<file path="config.mk">
export PLATFORM = sky130hd
export DESIGN_NAME = nlid_datapath
export DESIGN_NICKNAME = d
export VERILOG_FILES = /design/src/nlid_pkg.sv /design/src/nlid_dmem.sv /design/src/nlid_datapath.sv
export SDC_FILE = /design/constraint.sdc
export NUM_CORES = 1
export LEC_CHECK = 0
export ABC_AREA = 1
export BUFFER_PORTS_ARGS = -buffer_cell sky130_fd_sc_hd__buf_2
export CAP_MARGIN = 40
export CORE_UTILIZATION = 55
export CTS_CLUSTER_DIAMETER = 60
export CTS_CLUSTER_SIZE = 20
export DETAILED_ROUTE_END_ITERATION = 12
export PLACE_DENSITY = 0.78
export SYNTH_ARGS = -nofsm -noshare
export SYNTH_HDL_FRONTEND = slang
export SYNTH_SLANG_ARGS = --single-unit
</file>
<file path="constraint.sdc">
create_clock -name sys_clk -period 7.9 [get_ports sys_clk]
set_input_delay 1.58 -clock sys_clk [delete_from_list [all_inputs] [get_ports sys_clk]]
set_output_delay 1.58 -clock sys_clk [all_outputs]
set_load 0.03 [all_outputs]
</file>
<file path="src/nlid_pkg.sv">
package nlid_pkg;
	localparam int NLID_NIB_W = 4;
	localparam int NLID_DADDR_W = 7;
	localparam int NLID_DMEM_DEPTH = 128;
	localparam int NLID_IDX_W = 12;
	localparam int NLID_TBL_W = 8;
	localparam int NLID_CNT_W = 16;
	localparam logic [NLID_NIB_W-1:0] NLID_WORK_RST = 4'h0;
	localparam logic NLID_CARRY_RST = 1'b0;
	localparam logic [NLID_IDX_W-1:0] NLID_IDX_RST = 12'h000;
	localparam logic [NLID_IDX_W-1:0] NLID_IDX_STEP = 12'h001;
	localparam logic NLID_ONE = 1'b1;
	localparam logic NLID_ZERO = 1'b0;
	localparam int NLID_TBL_HI_LSB = 4;
	localparam int NLID_TBL_LO_LSB = 0;
	localparam int NLID_CNT_NIB0_LSB = 0;
	localparam int NLID_CNT_NIB1_LSB = 4;
	localparam int NLID_CNT_NIB2_LSB = 8;
	localparam int NLID_CNT_NIB3_LSB = 12;

	typedef enum logic [4:0] {
		NLID_OP_DIFF_MEM,
		NLID_OP_UNION_MEM,
		NLID_OP_ADD_CARRY_IMM,
		NLID_OP_SUB_BORROW_IMM,
		NLID_OP_ADD_IMM,
		NLID_OP_SUB_IMM,
		NLID_OP_ADD_NOCARRY_IMM,
		NLID_OP_CONJ_IMM,
		NLID_OP_DIFF_IMM,
		NLID_OP_UNION_IMM,
		NLID_OP_STORE_WORK,
		NLID_OP_LOAD_IMM_BOTH,
		NLID_OP_LOAD_WORK,
		NLID_OP_TABLE_HIGH,
		NLID_OP_TABLE_LOW,
		NLID_OP_COUNT_NIB0,
		NLID_OP_COUNT_NIB1,
		NLID_OP_COUNT_NIB2,
		NLID_OP_COUNT_NIB3
	} nlid_op_t;

	typedef enum logic [1:0] {
		NLID_ST_IDLE,
		NLID_ST_READ,
		NLID_ST_EXEC
	} nlid_state_t;

	typedef struct packed {
		nlid_op_t op;
		logic starred;
		logic use_index;
		logic [NLID_DADDR_W-1:0] addr;
		logic [NLID_NIB_W-1:0] imm;
	} nlid_cmd_t;

	localparam nlid_cmd_t NLID_CMD_RST = '{
		op: NLID_OP_LOAD_WORK,
		starred: 1'b0,
		use_index: 1'b0,
		addr: 7'h00,
		imm: 4'h0
	};
endpackage

</file>
<file path="src/nlid_dmem.sv">
`timescale 1ns/1ps
module nlid_dmem #(
	parameter int WIDTH = 4,
	parameter int DEPTH = 128,
	parameter int AW = 7
) (
	input wire logic sys_clk,
	input wire logic rst,
	input wire logic wr_en,
	input wire logic [AW-1:0] wr_addr,
	input wire logic [WIDTH-1:0] wr_data,
	input wire logic rd_en,
	input wire logic [AW-1:0] rd_addr,
	output logic [WIDTH-1:0] rd_data
);
	logic [WIDTH-1:0] mem [DEPTH];

	always_ff @(posedge sys_clk) begin
		if (wr_en) begin
			mem[wr_addr] <= wr_data;
		end
	end

	always_ff @(posedge sys_clk or posedge rst) begin
		if (rst) begin
			rd_data <= '0;
		end else if (rd_en) begin
			rd_data <= mem[rd_addr];
		end
	end
endmodule

</file>
<file path="src/nlid_datapath.sv">
`timescale 1ns/1ps
module nlid_datapath
	import nlid_pkg::*;
#(
	parameter int DEPTH = NLID_DMEM_DEPTH
) (
	input wire logic sys_clk,
	input wire logic rst,
	input wire logic cmd_valid,
	input wire nlid_cmd_t cmd,
	output logic cmd_ready,
	output logic cmd_done,
	input wire logic idx_load,
	input wire logic [NLID_IDX_W-1:0] idx_load_value,
	input wire logic [NLID_TBL_W-1:0] table_word,
	input wire logic [NLID_CNT_W-1:0] resistance_freq_counter,
	output logic [NLID_IDX_W-1:0] index_pointer,
	output logic [NLID_NIB_W-1:0] work_nibble_reg,
	output logic carry_bit
);
	typedef struct packed {
		nlid_state_t state;
		nlid_cmd_t cmd;
		logic [NLID_NIB_W-1:0] work;
		logic carry;
		logic [NLID_IDX_W-1:0] idx;
		logic ready;
		logic done;
	} nlid_regs_t;

	localparam nlid_regs_t NLID_REGS_RST = '{
		state: NLID_ST_IDLE,
		cmd: NLID_CMD_RST,
		work: NLID_WORK_RST,
		carry: NLID_CARRY_RST,
		idx: NLID_IDX_RST,
		ready: NLID_ONE,
		done: NLID_ZERO
	};

	nlid_regs_t r;
	nlid_regs_t next_r;
	logic [NLID_NIB_W-1:0] mem_rdata;
	logic [NLID_DADDR_W-1:0] op_addr;
	logic mem_rd;
	logic mem_wr;
	logic [NLID_NIB_W-1:0] mem_wdata;
	logic [NLID_NIB_W-1:0] result;
	logic [NLID_NIB_W-1:0] addend;
	logic carry_in;
	logic [NLID_NIB_W:0] sum;
	logic write_back;
	logic write_work;
	logic carry_upd;

	// Operand location: index pointer low bits or direct address
	always_comb begin
		if (r.cmd.use_index && (r.cmd.op == NLID_OP_DIFF_MEM || r.cmd.op == NLID_OP_UNION_MEM
				|| r.cmd.op == NLID_OP_STORE_WORK || r.cmd.op == NLID_OP_LOAD_WORK)) begin
			op_addr = r.idx[NLID_DADDR_W-1:0];
		end else begin
			op_addr = r.cmd.addr;
		end
	end

	assign mem_rd = (r.state == NLID_ST_READ);

	nlid_dmem #(
		.WIDTH(NLID_NIB_W),
		.DEPTH(DEPTH),
		.AW(NLID_DADDR_W)
	) u_dmem (
		.sys_clk(sys_clk),
		.rst(rst),
		.wr_en(mem_wr),
		.wr_addr(op_addr),
		.wr_data(mem_wdata),
		.rd_en(mem_rd),
		.rd_addr(op_addr),
		.rd_data(mem_rdata)
	);

	// Shared adder for the immediate arithmetic group
	always_comb begin
		addend = r.cmd.imm;
		carry_in = NLID_ZERO;
		case (r.cmd.op)
			NLID_OP_ADD_CARRY_IMM: begin
				carry_in = r.carry;
			end
			NLID_OP_SUB_BORROW_IMM: begin
				addend = ~r.cmd.imm;
				carry_in = r.carry;
			end
			NLID_OP_SUB_IMM: begin
				addend = ~r.cmd.imm;
				carry_in = NLID_ONE;
			end
			default: begin
				carry_in = NLID_ZERO;
			end
		endcase
		sum = {1'b0, mem_rdata} + {1'b0, addend} + {{NLID_NIB_W{1'b0}}, carry_in};
	end

	// Result, destinations and carry effect per operation
	always_comb begin
		result = sum[NLID_NIB_W-1:0];
		write_back = r.cmd.starred;
		write_work = NLID_ONE;
		carry_upd = NLID_ZERO;
		case (r.cmd.op)
			NLID_OP_DIFF_MEM: begin
				result = mem_rdata ^ r.work;
			end
			NLID_OP_UNION_MEM: begin
				result = mem_rdata | r.work;
			end
			NLID_OP_ADD_CARRY_IMM, NLID_OP_SUB_BORROW_IMM, NLID_OP_ADD_IMM, NLID_OP_SUB_IMM: begin
				carry_upd = NLID_ONE;
			end
			NLID_OP_ADD_NOCARRY_IMM: begin
				carry_upd = NLID_ZERO;
			end
			NLID_OP_CONJ_IMM: begin
				result = mem_rdata & r.cmd.imm;
			end
			NLID_OP_DIFF_IMM: begin
				result = mem_rdata ^ r.cmd.imm;
			end
			NLID_OP_UNION_IMM: begin
				result = mem_rdata | r.cmd.imm;
			end
			NLID_OP_STORE_WORK: begin
				result = r.work;
				write_back = NLID_ONE;
				write_work = NLID_ZERO;
			end
			NLID_OP_LOAD_IMM_BOTH: begin
				result = r.cmd.imm;
				write_back = NLID_ONE;
			end
			NLID_OP_LOAD_WORK: begin
				result = mem_rdata;
				write_back = NLID_ZERO;
			end
			NLID_OP_TABLE_HIGH: begin
				result = table_word[NLID_TBL_HI_LSB +: NLID_NIB_W];
				write_back = NLID_ONE;
			end
			NLID_OP_TABLE_LOW: begin
				result = table_word[NLID_TBL_LO_LSB +: NLID_NIB_W];
				write_back = NLID_ONE;
			end
			NLID_OP_COUNT_NIB0: begin
				result = resistance_freq_counter[NLID_CNT_NIB0_LSB +: NLID_NIB_W];
				write_back = NLID_ONE;
			end
			NLID_OP_COUNT_NIB1: begin
				result = resistance_freq_counter[NLID_CNT_NIB1_LSB +: NLID_NIB_W];
				write_back = NLID_ONE;
			end
			NLID_OP_COUNT_NIB2: begin
				result = resistance_freq_counter[NLID_CNT_NIB2_LSB +: NLID_NIB_W];
				write_back = NLID_ONE;
			end
			NLID_OP_COUNT_NIB3: begin
				result = resistance_freq_counter[NLID_CNT_NIB3_LSB +: NLID_NIB_W];
				write_back = NLID_ONE;
			end
			default: begin
				write_back = NLID_ZERO;
				write_work = NLID_ZERO;
			end
		endcase
	end

	assign mem_wr = (r.state == NLID_ST_EXEC) && write_back;
	assign mem_wdata = result;

	always_comb begin
		next_r = r;
		next_r.done = NLID_ZERO;
		case (r.state)
			NLID_ST_IDLE: begin
				if (cmd_valid) begin
					next_r.cmd = cmd;
					next_r.state = NLID_ST_READ;
					next_r.ready = NLID_ZERO;
				end else if (idx_load) begin
					next_r.idx = idx_load_value;
				end
			end
			NLID_ST_READ: begin
				next_r.state = NLID_ST_EXEC;
			end
			NLID_ST_EXEC: begin
				if (write_work) begin
					next_r.work = result;
				end
				if (carry_upd) begin
					next_r.carry = sum[NLID_NIB_W];
				end
				if (r.cmd.starred && (r.cmd.op == NLID_OP_TABLE_HIGH
						|| r.cmd.op == NLID_OP_TABLE_LOW)) begin
					next_r.idx = r.idx + NLID_IDX_STEP;
				end
				next_r.state = NLID_ST_IDLE;
				next_r.ready = NLID_ONE;
				next_r.done = NLID_ONE;
			end
			default: begin
				next_r = NLID_REGS_RST;
			end
		endcase
	end

	always_ff @(posedge sys_clk or posedge rst) begin
		if (rst) begin
			r <= NLID_REGS_RST;
		end else begin
			r <= next_r;
		end
	end

	assign cmd_ready = r.ready;
	assign cmd_done = r.done;
	assign index_pointer = r.idx;
	assign work_nibble_reg = r.work;
	assign carry_bit = r.carry;
endmodule

</file>
; ---- Yosys cells after proc, flatten, opt, wreduce, memory -nomap -nowiden
; Memory sizes are Yosys's and may differ from the RTL's. A register that Yosys moved wholly into a read port is not among the register bits.
; Cells that the tools add are included.
[word_totals]
ramBits = 512
out_inout_bits = 19
regBits = 39
inputBits = 58
wordCells = 93
mem_count = 1
[memory_table]
columns = memory, words, word_bits, read_ports, rd_clocked_by_memory_dff, wr, line_no
row1 = u_dmem.mem, 128, 4, 1, 1, 1, nlid_dmem.sv:16  ; logic [WIDTH-1:0] mem [DEPTH];
[op_classes]
n_bitwise = 9
eq_ne = 26
n_addsub = 3
reduce_logical = 22
muxes = 21
[op_table]
columns = cell, count
row1 = $pmux W4 S14, 1
row2 = $eq A5 B4 Y1 const B, 8
row3 = $pmux W13 S3, 1
row4 = $mux W12, 3
row5 = $pmux W18 S2, 1
row6 = $eq A5 B3 Y1 const B, 4
row7 = $mux W20, 1
row8 = $reduce_or A18 Y1, 1
row9 = $eq A5 B5 Y1 const B, 3
row10 = $add A12 B1 Y12 const B, 1
row11 = $eq A5 B2 Y1 const B, 2
row12 = $ne A2 B2 Y1 const B, 5
row13 = $pmux W5 S2, 1
row14 = $reduce_or A10 Y1, 1
row15 = $mux W4, 2
row16 = $or A4 B4 Y4, 2
row17 = $reduce_and A2 Y1, 4
row18 = $reduce_or A2 Y1, 4
row19 = $reduce_or A8 Y1, 1
row20 = $xor A4 B4 Y4, 2
row21 = $mux W1, 7
row22 = $mux W7, 1
row23 = $add A4 B4 Y5, 1
row24 = $add A5 B1 Y5, 1
row25 = other kinds (15), 23

; ---- Longest topological paths before layout
; Gate-level depths: netlist of run 1.
[logic_depth]
ltp_word = 8
ltp_mapped = 22
depth_no_buf = 18

; ---- By module
; A second synthesis of run 1 with hierarchy kept.
[hier_totals]
cells_unflattened = 2371
hier_area_um2 = 24795.0
[by_module_without_submodules]
columns = mod, seq_area_each_um2, n_inst, area_each_um2, cells_per_inst
row1 = nlid_dmem, 15474.8, 1, 21501.9, 1872
row2 = nlid_datapath, 979.7, 1, 3293.2, 499

; ---- Worst setup path after synthesis of run 1
; Ideal clock, no wire load.
[synth_timing]
path_type = register -> register
startpoint = register r[34] (netlist name)
endpoint = memory u_dmem.mem[0][1], data pin
slack_ps = 1067
stages_incl_launch_ff = 12
setup_time_ps = 940
t_arrival_ps = 5893
required_ps = 6960
synth_period_minus_slack_ps = 6833
path_buffers = 1
path_cell_list = dfstp_2 -> buf_4 -> inv_1 -> nand2_1 -> nor2_1 -> nand2_1 -> o21ai_1 -> xor2_1 -> fa_1 -> inv_1 -> fa_1 -> a2bb2oi_1
[synth_between]
elab_chain_len = 6
elab_cells_between_ends = 24
cone_classes = add/sub: 2 / eq/ne: 16 / mux: 3 / reduce/logical: 3
[synth_lines]
columns = item, line_no
row1 = from (decl), nlid_datapath.sv:41  ; nlid_regs_t r;
row2 = from (signal assigned), nlid_datapath.sv:222  ; r <= next_r;
row3 = $eq A5 B2 Y1 / $eq A5 B3 Y1 (equally long branches), nlid_datapath.sv:87  ; case (r.cmd.op)
row4 = $reduce_or A2 Y1 (no source line), n/a
row5 = $mux W4, n/a
row6 = $add A4 B4 Y5, nlid_datapath.sv:103  ; sum = {1'b0, mem_rdata} + {1'b0, addend} + {{NLID_NIB_W{1'b0}}, carry_in};
row7 = $add A5 B1 Y5, nlid_datapath.sv:103
row8 = $pmux W4 S14 (*), nlid_datapath.sv:112  ; case (r.cmd.op)
row9 = net mem_wdata[1], nlid_datapath.sv:47  ; logic [NLID_NIB_W-1:0] mem_wdata;
row10 = to (decl), nlid_dmem.sv:16
; Mark *: on every way through the listed nets, which the timed path passes. The rest lies on a longest branch.

; ---- Worst setup path in the final report of run 1
[layout_timing]
startpoint = register r[35] (netlist name)
endpoint = memory u_dmem.mem[22][0] (enable)
[layout_between]
elab_chain_len = 6
elab_cells_between_ends = 30
cone_classes = eq/ne: 18 / mux: 4 / reduce/logical: 8
[layout_lines]
columns = item, line_no
row1 = "$eq A5 B1 Y1, or another cell as far along", "nlid_datapath.sv:58, nlid_datapath.sv:112"
row2 = "$reduce_or A10 Y1 (no source line), or another cell as far along", n/a
row3 = $pmux W1 S2 / $logic_or A1 B1 Y1 (equally long branches), "nlid_datapath.sv:112, nlid_datapath.sv:59"
row4 = $logic_and A1 B1 Y1 / $logic_or A1 B1 Y1 (equally long branches), "nlid_datapath.sv:178, nlid_datapath.sv:59"
row5 = $mux W1 / $logic_and A1 B1 Y1 (equally long branches), "nlid_dmem.sv:19, nlid_datapath.sv:58"
row6 = $mux W1 (implied by the code) / $mux W7 (equally long branches), "nlid_dmem.sv:20, nlid_datapath.sv:58"
; Several ways; a longest one is shown, not always the timed one.

==> results of run 1 <==
-- cell usage after synthesis (14+ instances only) --
library cell	count
a21oi_1	14
buf_2	39
buf_4	51
clkbuf_1	25
dfrtp_1	40
edfxtp_1	512
inv_1	470
nand2_1	660
nand3_1	193
nor2_1	346
o211ai_1	109
o21ai_0	55
-- final cells by class --
type | instances | area [sq um]
Clock inverter | 23 | 259
Clock buffer | 45 | 1050
Tap cell | 600 | 751
Timing Repair Buffer | 105 | 692
Sequential cell | 555 | 16500
Multi-Input combinational cell | 1464 | 6760
Fill cell | 3608 | 18000
Inverter | 478 | 1790
-- kinds of logic after synthesis --
kind of cell             share of synthesized area
XOR/XNOR                                   0.00170
AND/OR/NAND/NOR                              0.195
adder cells (fa/ha/maj)                    0.00545
buffers and inverters                        0.100
flip-flops                                   0.640
AO/OA/AOI/OAI                               0.0574
-- worst reg2reg max path: cells and delay by family, from the launching register on --
kind | cells | cell delay (ns)
simple gates | 9 | 2.10
buf+inv | 3 | 1.21
flops | 1 | 0.65
-- per-layer routing --
| metal | global-route usage | share of wire |
|---|---|---|
| met3 | 0.0320 | 0.075 |
| met1 | 0.333 | 0.41 |
| met2 | 0.415 | 0.49 |
| met5 | 0 | 0 |
| met4 | 0.0797 | 0.028 |
-- placed cells by master (no fill, tap or decap), types with 4 or more instances in the layout --
cell type / count
a21oi_1: 14
a221oi_1: 5
a22oi_1: 4
a31oi_1: 6
buf_2: 76
buf_4: 20
buf_8: 5
clkbuf_16: 41
clkinv_4: 6
clkinvlp_4: 4
dfrtp_1: 40
edfxtp_1: 512
ha_1: 8
inv_1: 469
inv_2: 7
inv_6: 4
nand2_1: 660
nand3_1: 191
nand3_4: 4
nor2_1: 341
nor2_4: 9
nor3_1: 4
nor4_1: 5
o211ai_1: 109
o21ai_0: 55
o21ai_1: 6
o22ai_1: 4
or2_2: 5
xor2_1: 5
-- stage by stage --
step           std cells  cell area, sq um
4_1_cts             3270             27800
6_report            3270             27800
5_1_grt             3270             27800
3_5_place_dp        3202             26500
2_1_floorplan       2624             25700
3_3_place_gp        3192             26300
-- worst min-delay path by stage --
stage                end  slack (ns)
6_report       cmd_ready        0.53
3_3_place_gp   cmd_ready        0.50
4_1_cts        cmd_ready        0.53
5_1_grt        cmd_ready        0.57
2_1_floorplan      r[31]        0.49
3_5_place_dp   cmd_ready        0.50
-- power groups by stage --
| stage | combinational (mW) | clock [mW] | sequential (mW) |
|---|---|---|---|
| floorplan | 3.23 | 0 | 5.20 |
| global placement | 4.90 | 0 | 5.08 |
| detailed placement | 5.06 | 0 | 5.08 |
| CTS | 5.09 | 2.11 | 5.02 |
| global route | 5.58 | 2.22 | 5.04 |
| finish | 5.09 | 2.08 | 5.02 |
==> flow_summary.yaml, run 1 <==
power:
  p_clk_frac: 0.171
  switching_share: 0.424
  power.total_mw: 12.2
  power_density_nw_per_um2: 439
  vdd_drop_max_v: 0.000476
  power_switching_mw: 5.17
  seq_power_share: 0.412
  p_int_mw: 7.02
  cellLeakagePower_nw: 11.7
  p_comb_frac: 0.417
sta:
  hold_viol: 0
  rsz0062_at_grt: "false"
  fmax_mhz: 232
  tns_ns: 0
  fin_crit_ns: 4.31
  period_share: 0.545
  finalSetupViolCount: 0
  fin_skew_ns: 0.0289
  slew_headroom: 0.428
  worst_pin_slew_ns: 0.850
  slew_violations: 0
  whs_ns: 0.532
  fin_ws_ns: 3.59
floorplan:
  die_w_um: 218
  start_util: 0.561
  core_area_sq_um: 45800
  std_cell_rows: 78
  ios: 77
  fp.dieArea_sq_um: 47600
  die_h_um: 218
route:
  routed_wl_mm: 57.6
  post-route-drc-count: 0
  antenna_left: 0
  vias: 17900
  firstDrtPassIters: 5
  post_drt_wl_per_cell_um: 17.6
  drtIter0Drc: 1845
  vias_per_cell: 5.46
synthesis:
  synth_cells: 2624
  ys_seq_elements: 555
  yosys-top-cells-area: "edfxtp_1, nand2_1, inv_1"
  dominantRegCellSynth: "edfxtp_1"
  synth_top_area_frac: 0.598
  syn-num-nets: 2692
  ys_warn_count: 0
  ys_seq_area_frac: 0.640
  synth_area_sq_um: 25700
  ys_async_sr_fraction: 0.0775
  synth-edff-count: 512
  yosysUniqueCellTypes: 46
  synth_area_per_cell_sq_um: 9.79
  synth_top_area_cell: "edfxtp_1"
layout:
  nets: 2712
  final_util: 0.607
  drive_above_1_share: 0.0783
  diodes: 0
  largest_register_ffs: 512
  area_delta_synth_final_pct: 8.05
  regMostFlops: "u_dmem.mem"
grt:
  grt_max_degree: 154
  grt_pass1_vias: 17300
  grt_antenna_before_repair: 0
  grt.total_usage: 0.247
  grt_overflow: 0
  grt_pass1_wl_mm: 90.9
worst_setup_path:
  reg2reg_slack_ns: 3.59
  end_kind: "flip-flop"
  crit_chain: "inv_2 > nor2_2 > nand3_4 > nand3_4 > nand2_4 > nand2_1 > nand2_1 > nor2_4 > buf_4 > nand3_1 > buf_4 > nor2_1"
  cp-endpoint: "u_dmem.mem[22][0]"
  reg2reg_depth: 12
  crit_path_max_incr_delay_ns: 0.73
  cp_num_buf_inv: 3
  reg2reg_to: "u_dmem.mem[22][0]"
  cpMaxStageDelayCell: "nand3_1"
  startpoint: "r[35]"
  worstPathMaxFanout: 66
  r2r_start: "r[35]"
  cp.depth: 12
  crit_type: "flip-flop to flip-flop"
  cp.arrival_ns: 4.53
  critPathTopFamily: "simple AND/OR/NAND/NOR gates"
  start_kind: "flip-flop"
  worstPathRequired_ns: 8.12
worst_hold_path:
  hold_class: "flip-flop to flip-flop"
  min_from: "cmd_ready"
  min_delay_path_depth: 2
clocking:
  htree_num_levels: 2
  cts_tree: "done"
  cts-root-buf: "clkbuf_16"
  post_cts_buffers: 0
  clk_path_buf_depth: 3
  hold_buffers: 0
  post_cts_resized: 0
  clk_pin_slew_ns: 0.07
  cts_buffers: 40
  numClockSinks: 555
  worstSkewPairLatency_ns: 0.58
place:
  hpwl_mm: 35.9
  place_ws_ns: 3.52
  io_buffers: 76
  gp_congestion: 0.868
flow_run:
  drv_cap: 0
status:
  status: "complete, no violations"
Power figures use the tool's default switching activity.
==> run 2: changes to the inputs <==
Settings changed: PLACE_DENSITY 0.78 to 0.81.
Clock period 7.9 ns to 3.7 ns, I/O delays scaled along.
==> run 2 against run 1 <==
  * Setup slack worse by 3.3 ns
  * Count of clock-buffer cells in the layout did not move
  * Clock power is 110% higher
  * First-iteration DRC count up 1.1%
  * Sequential power up 110%
  * Core utilization up 0.85 points
  * Maximum frequency rose by 25%
  * Sequential share of layout area is 0.82 points lower
  * Combinational power increased by 130%
  * Final area up 1.4%
  * Power grew 120%
  * Critical endpoint is now u_dmem.rd_data[1]
  * Largest power group unchanged
==> flow_summary.yaml, run 2 (synthesized netlist as in run 1, its figures left out) <==
clocking:
  htree_num_levels: 2
  post_cts_buffers: 0
  post_cts_resized: 0
  numClockSinks: 555
  cts_buffers: 38
  cts_tree: "done"
  clk_pin_slew_ns: 0.07
  worstSkewPairLatency_ns: 0.59
  cts-root-buf: "clkbuf_16"
  clk_path_buf_depth: 3
  hold_buffers: 0
worst_setup_path:
  cpMostUsedCell: "nand2_1"
  worstPathRequired_ns: 4.16
  reg2reg_depth: 18
  crit_chain: "nand2_1 > inv_1 > nand3_2 > nand3_4 > nand3_1 > nand2_8 > buf_4 > nand2_1 > o211ai_1 > nand2_1 > nor2_1 > nor2_1 > nor2_1 > nand2_1 > nand2_1 > nand2_1 > nor2_1 > nor2_1"
  start_kind: "flip-flop"
  cp.arrival_ns: 3.91
  cp.depth: 18
  startpoint: "r[34]"
  crit_path_max_incr_delay_ns: 0.67
  reg2reg_to: "u_dmem.rd_data[1]"
  reg2reg_slack_ns: 0.25
  cp-endpoint: "u_dmem.rd_data[1]"
  worstPathMaxFanout: 66
  cpMaxStageDelayCell: "dfstp_2"
  end_kind: "flip-flop"
  crit_type: "flip-flop to flip-flop"
  cp_num_buf_inv: 2
  critPathTopFamily: "simple AND/OR/NAND/NOR gates"
  r2r_start: "r[34]"
floorplan:
  core_area_sq_um: 45800
  start_util: 0.561
  ios: 77
  die_h_um: 218
  fp.dieArea_sq_um: 47600
  std_cell_rows: 78
  die_w_um: 218
power:
  p_int_mw: 15.4
  seq_power_share: 0.397
  power.total_mw: 26.8
  power_switching_mw: 11.4
  p_clk_frac: 0.159
  p_comb_frac: 0.443
  power_density_nw_per_um2: 952
  vdd_drop_max_v: 0.00164
  switching_share: 0.426
  cellLeakagePower_nw: 11.9
place:
  hpwl_mm: 39.1
  gp_congestion: 0.912
  io_buffers: 76
  place_ws_ns: 0.415
sta:
  hold_viol: 0
  fin_crit_ns: 3.45
  fmax_mhz: 290
  worst_pin_slew_ns: 0.861
  period_share: 0.932
  fin_ws_ns: 0.251
  slew_violations: 0
  tns_ns: 0
  rsz0062_at_grt: "false"
  slew_headroom: 0.420
  finalSetupViolCount: 0
  fin_skew_ns: 0.0252
layout:
  drive_above_1_share: 0.0931
  largest_register_ffs: 512
  diodes: 0
  area_delta_synth_final_pct: 9.56
  regMostFlops: "u_dmem.mem"
  nets: 2754
  final_common_cell: "nand2_1"
  layout_common_cells: "nand2_1, edfxtp_1, inv_1"
route:
  antenna_left: 0
  drtIter0Drc: 1865
  post_drt_wl_per_cell_um: 18.4
  vias_per_cell: 5.49
  routed_wl_mm: 60.9
  vias: 18200
  firstDrtPassIters: 6
  post-route-drc-count: 0
flow_run:
  drv_cap: 0
worst_hold_path:
  hold_class: "primary input to asynchronous set/reset pin"
grt:
  grt_pass1_wl_mm: 94.1
  grt.total_usage: 0.259
  grt_pass1_vias: 17600
  grt_antenna_before_repair: 0
  grt_overflow: 0
  grt_max_degree: 130
status:
  status: "complete, no violations"
[run 2: changes by cell type in the layout (fill, tap and decap cells not counted), moves of 4 or more]
cell        previous run  this run
buf_4                 20        56
clkinv_4               6         0
clkinvlp_4             4         0
buf_12                 0        15
buf_8                  5         1
[run 2: stage by stage]
step	area, sq um	utilization	hold WS, ns	std cells
final	28200	0.615	0.0823	3307
after global placement	26900	0.587	0.491	3243
after global routing	28200	0.615	0.0869	3307
after CTS	28200	0.615	0.0646	3307
after floorplan	25800	-	0.491	2624
after detailed placement	26900	0.589	0.496	3246
[run 2: layer usage]
metal / vias to the layer above / part of all wire / track usage
met4: 0 / 0.040 / 0.107
met5: - / 0 / 0
met2: 868 / 0.49 / 0.444
met1: 8533 / 0.38 / 0.323
met3: 169 / 0.092 / 0.0487
li1: 8592 / - / -
[run 2: worst min path at each step]
stage | from | cells after the start | endpoint | slack [ns]
finish | rst | 2 | work_nibble_reg[1] | 0.08
global route | rst | 2 | work_nibble_reg[1] | 0.09
CTS | rst | 2 | work_nibble_reg[1] | 0.06
detailed placement | cmd_ready | 2 | cmd_ready | 0.50
global placement | cmd_ready | 2 | cmd_ready | 0.49
floorplan | r[31] | 2 | r[31] | 0.49
[run 2: area by class of cell]
cell class / count / area [sq um]
Clock buffer: 45 / 1010
Clock inverter: 16 / 206
Fill cell: 3520 / 17600
Inverter: 478 / 1800
Multi-Input combinational cell: 1464 / 6790
Sequential cell: 555 / 16500
Tap cell: 600 / 751
Timing Repair Buffer: 149 / 1140
[run 2: power groups by stage]
stage	logic (mW)	clock network [mW]	registers [mW]
after floorplan	6.82	0	10.3
after global placement	11.5	0	10.8
after detailed placement	11.7	0	10.8
after CTS	11.8	4.32	10.6
after global routing	12.9	4.52	10.7
final	11.9	4.27	10.7
==> run 3: changes to the inputs <==
Settings changed: CORE_MARGIN set to 1.5, SETUP_SLACK_MARGIN set to 0.4.
==> run 3 against run 2 <==
  * Sequential share of layout area shrank 1.2 points
  * Clock power is essentially flat
  * Global-route usage grew 0.17 points
  * Critical path type unchanged
==> flow_summary.yaml, run 3 (synthesized netlist as in run 1, its figures left out) <==
route:
  vias: 18900
  vias_per_cell: 5.63
  post-route-drc-count: 0
  routed_wl_mm: 66.1
  firstDrtPassIters: 9
  drtIter0Drc: 2817
  antenna_left: 0
  post_drt_wl_per_cell_um: 19.7
clocking:
  hold_buffers: 0
  worstSkewPairLatency_ns: 0.58
  cts_tree: "done"
  htree_num_levels: 2
  clk_pin_slew_ns: 0.08
  cts-root-buf: "clkbuf_16"
  cts_buffers: 37
  clk_path_buf_depth: 3
  numClockSinks: 555
worst_setup_path:
  worstPathMaxFanout: 8
  start_kind: "flip-flop"
  crit_chain: "inv_6 > nor2_2 > nand3_4 > nand3_4 > nand2_4 > o21ai_1 > inv_1 > nor2_2 > nand2_1 > nor4_1 > buf_4"
  cpMaxStageDelayCell: "dfstp_2"
  cp.arrival_ns: 3.54
  end_kind: "flip-flop"
  crit_path_max_incr_delay_ns: 0.65
  crit_type: "flip-flop to flip-flop"
  worstPathRequired_ns: 4.00
layout:
  drive_above_1_share: 0.113
  nFillCells: 3476
  layout_common_cells: "nand2_1, edfxtp_1, inv_1"
  largest_register_ffs: 512
  regMostFlops: "u_dmem.mem"
  area_delta_synth_final_pct: 11.8
  fin_area_sq_um: 28700
  diodes: 0
  nets: 2793
  final_common_cell: "nand2_1"
  final_util: 0.619
floorplan:
  die_w_um: 219
  ios: 77
  die_h_um: 219
  std_cell_rows: 79
  fp.dieArea_sq_um: 48000
  start_util: 0.554
  core_area_sq_um: 46400
sta:
  fin_skew_ns: 0.0170
  hold_viol: 0
  finalSetupViolCount: 0
  fmax_mhz: 309
  slew_headroom: 0.454
  whs_ns: 0.222
  slew_violations: 0
  fin_crit_ns: 3.24
  worst_pin_slew_ns: 0.814
  rsz0062_at_grt: "true"
  period_share: 0.875
  fin_ws_ns: 0.461
grt:
  grt_pass1_vias: 18100
  grt_antenna_before_repair: 0
  grt.total_usage: 0.261
  grt_pass1_wl_mm: 96.0
  grt_overflow: 0
  grt_max_degree: 130
flow_run:
  drv_cap: 0
place:
  gp_congestion: 0.910
  hpwl_mm: 39.3
  place_ws_ns: 0.400
  postPlaceCellArea_sq_um: 26900
  io_buffers: 76
power:
  power_density_nw_per_um2: 992
  vdd_drop_max_v: 0.000991
  cellLeakagePower_nw: 12.1
worst_hold_path:
  hold_class: "primary input to asynchronous set/reset pin"
status:
  status: "complete, no violations"
[run 3: changes by cell type in the layout (fill, tap and decap cells not counted), sizes merged]
cell / delta
buf: +26
nand2: +6
clkinvlp: +4
nand3: +3
clkinv: -3
clkbuf: +2
[run 3: per-layer routing]
| layer | global-route usage | routed length [um] | share of wire | up-vias |
|---|---|---|---|---|
| met4 | 0.127 | 3090 | 0.047 | 0 |
| met1 | 0.336 | 25100 | 0.38 | 8919 |
| met3 | 0.0403 | 6820 | 0.10 | 201 |
| met2 | 0.434 | 31100 | 0.47 | 1081 |
| met5 | 0 | 0 | 0 | - |
| li1 | - | - | - | 8671 |
[run 3: repair_timing]
item | CTS | global route
cloned | 2 | 13
gates resized for setup | 1 | 40
setup endpoints to repair | 1 | 488
buffers inserted | 2 | 23
pin swaps | 1 | 14
[run 3: worst paths after layout]
check | start | end | slack [ns] | cells past startpoint
min in group sys_clk | cmd[7] | r[26] | 0.41 | 3
worst min register to register | cmd_ready | cmd_ready | 0.53 | 2
worst max register to register | r[35] | u_dmem.mem[92][2] | 0.46 | 11
max in group asynchronous | rst | cmd_ready | 2.69 | 3
worst max-delay path | r[35] | u_dmem.mem[92][2] | 0.46 | 11
worst min-delay path | rst | r[23] | 0.22 | 2
[run 3: report_power, final]
group          leakage, nW  internal [mW]  switching (mW)
sequential            5.14           10.3           0.268
combinational         6.43           3.72            9.92
clock                0.556           2.11            2.13
[run 3: layout make-up]
cell class / instances / area, sq um / share of cell area
Clock buffer: 42 / 997 / 0.0347
Clock inverter: 17 / 173 / 0.00601
Inverter: 478 / 1810 / 0.0629
Multi-Input combinational cell: 1473 / 7020 / 0.244
Sequential cell: 555 / 16500 / 0.573
Tap cell: 607 / 759 / 0.0264
Timing Repair Buffer: 180 / 1510 / 0.0525
[run 3: worst max-delay path, delay by kind of cell (launching register included)]
kind,cells,cell delay (ns)
AOI/OAI and AO/OA,1,0.28
DFF,1,0.65
buffers and inverters,3,0.36
and+or+nand+nor,7,1.66
[run 3: through the flow]
stage	total power [mW]	instances	TNS [ns]
6_report	28.5	3352	0
5_1_grt	29.7	3352	0
4_1_cts	26.9	3316	0
3_5_place_dp	22.6	3253	0
3_3_place_gp	22.3	3252	0
2_1_floorplan	17.4	2624	-184.11
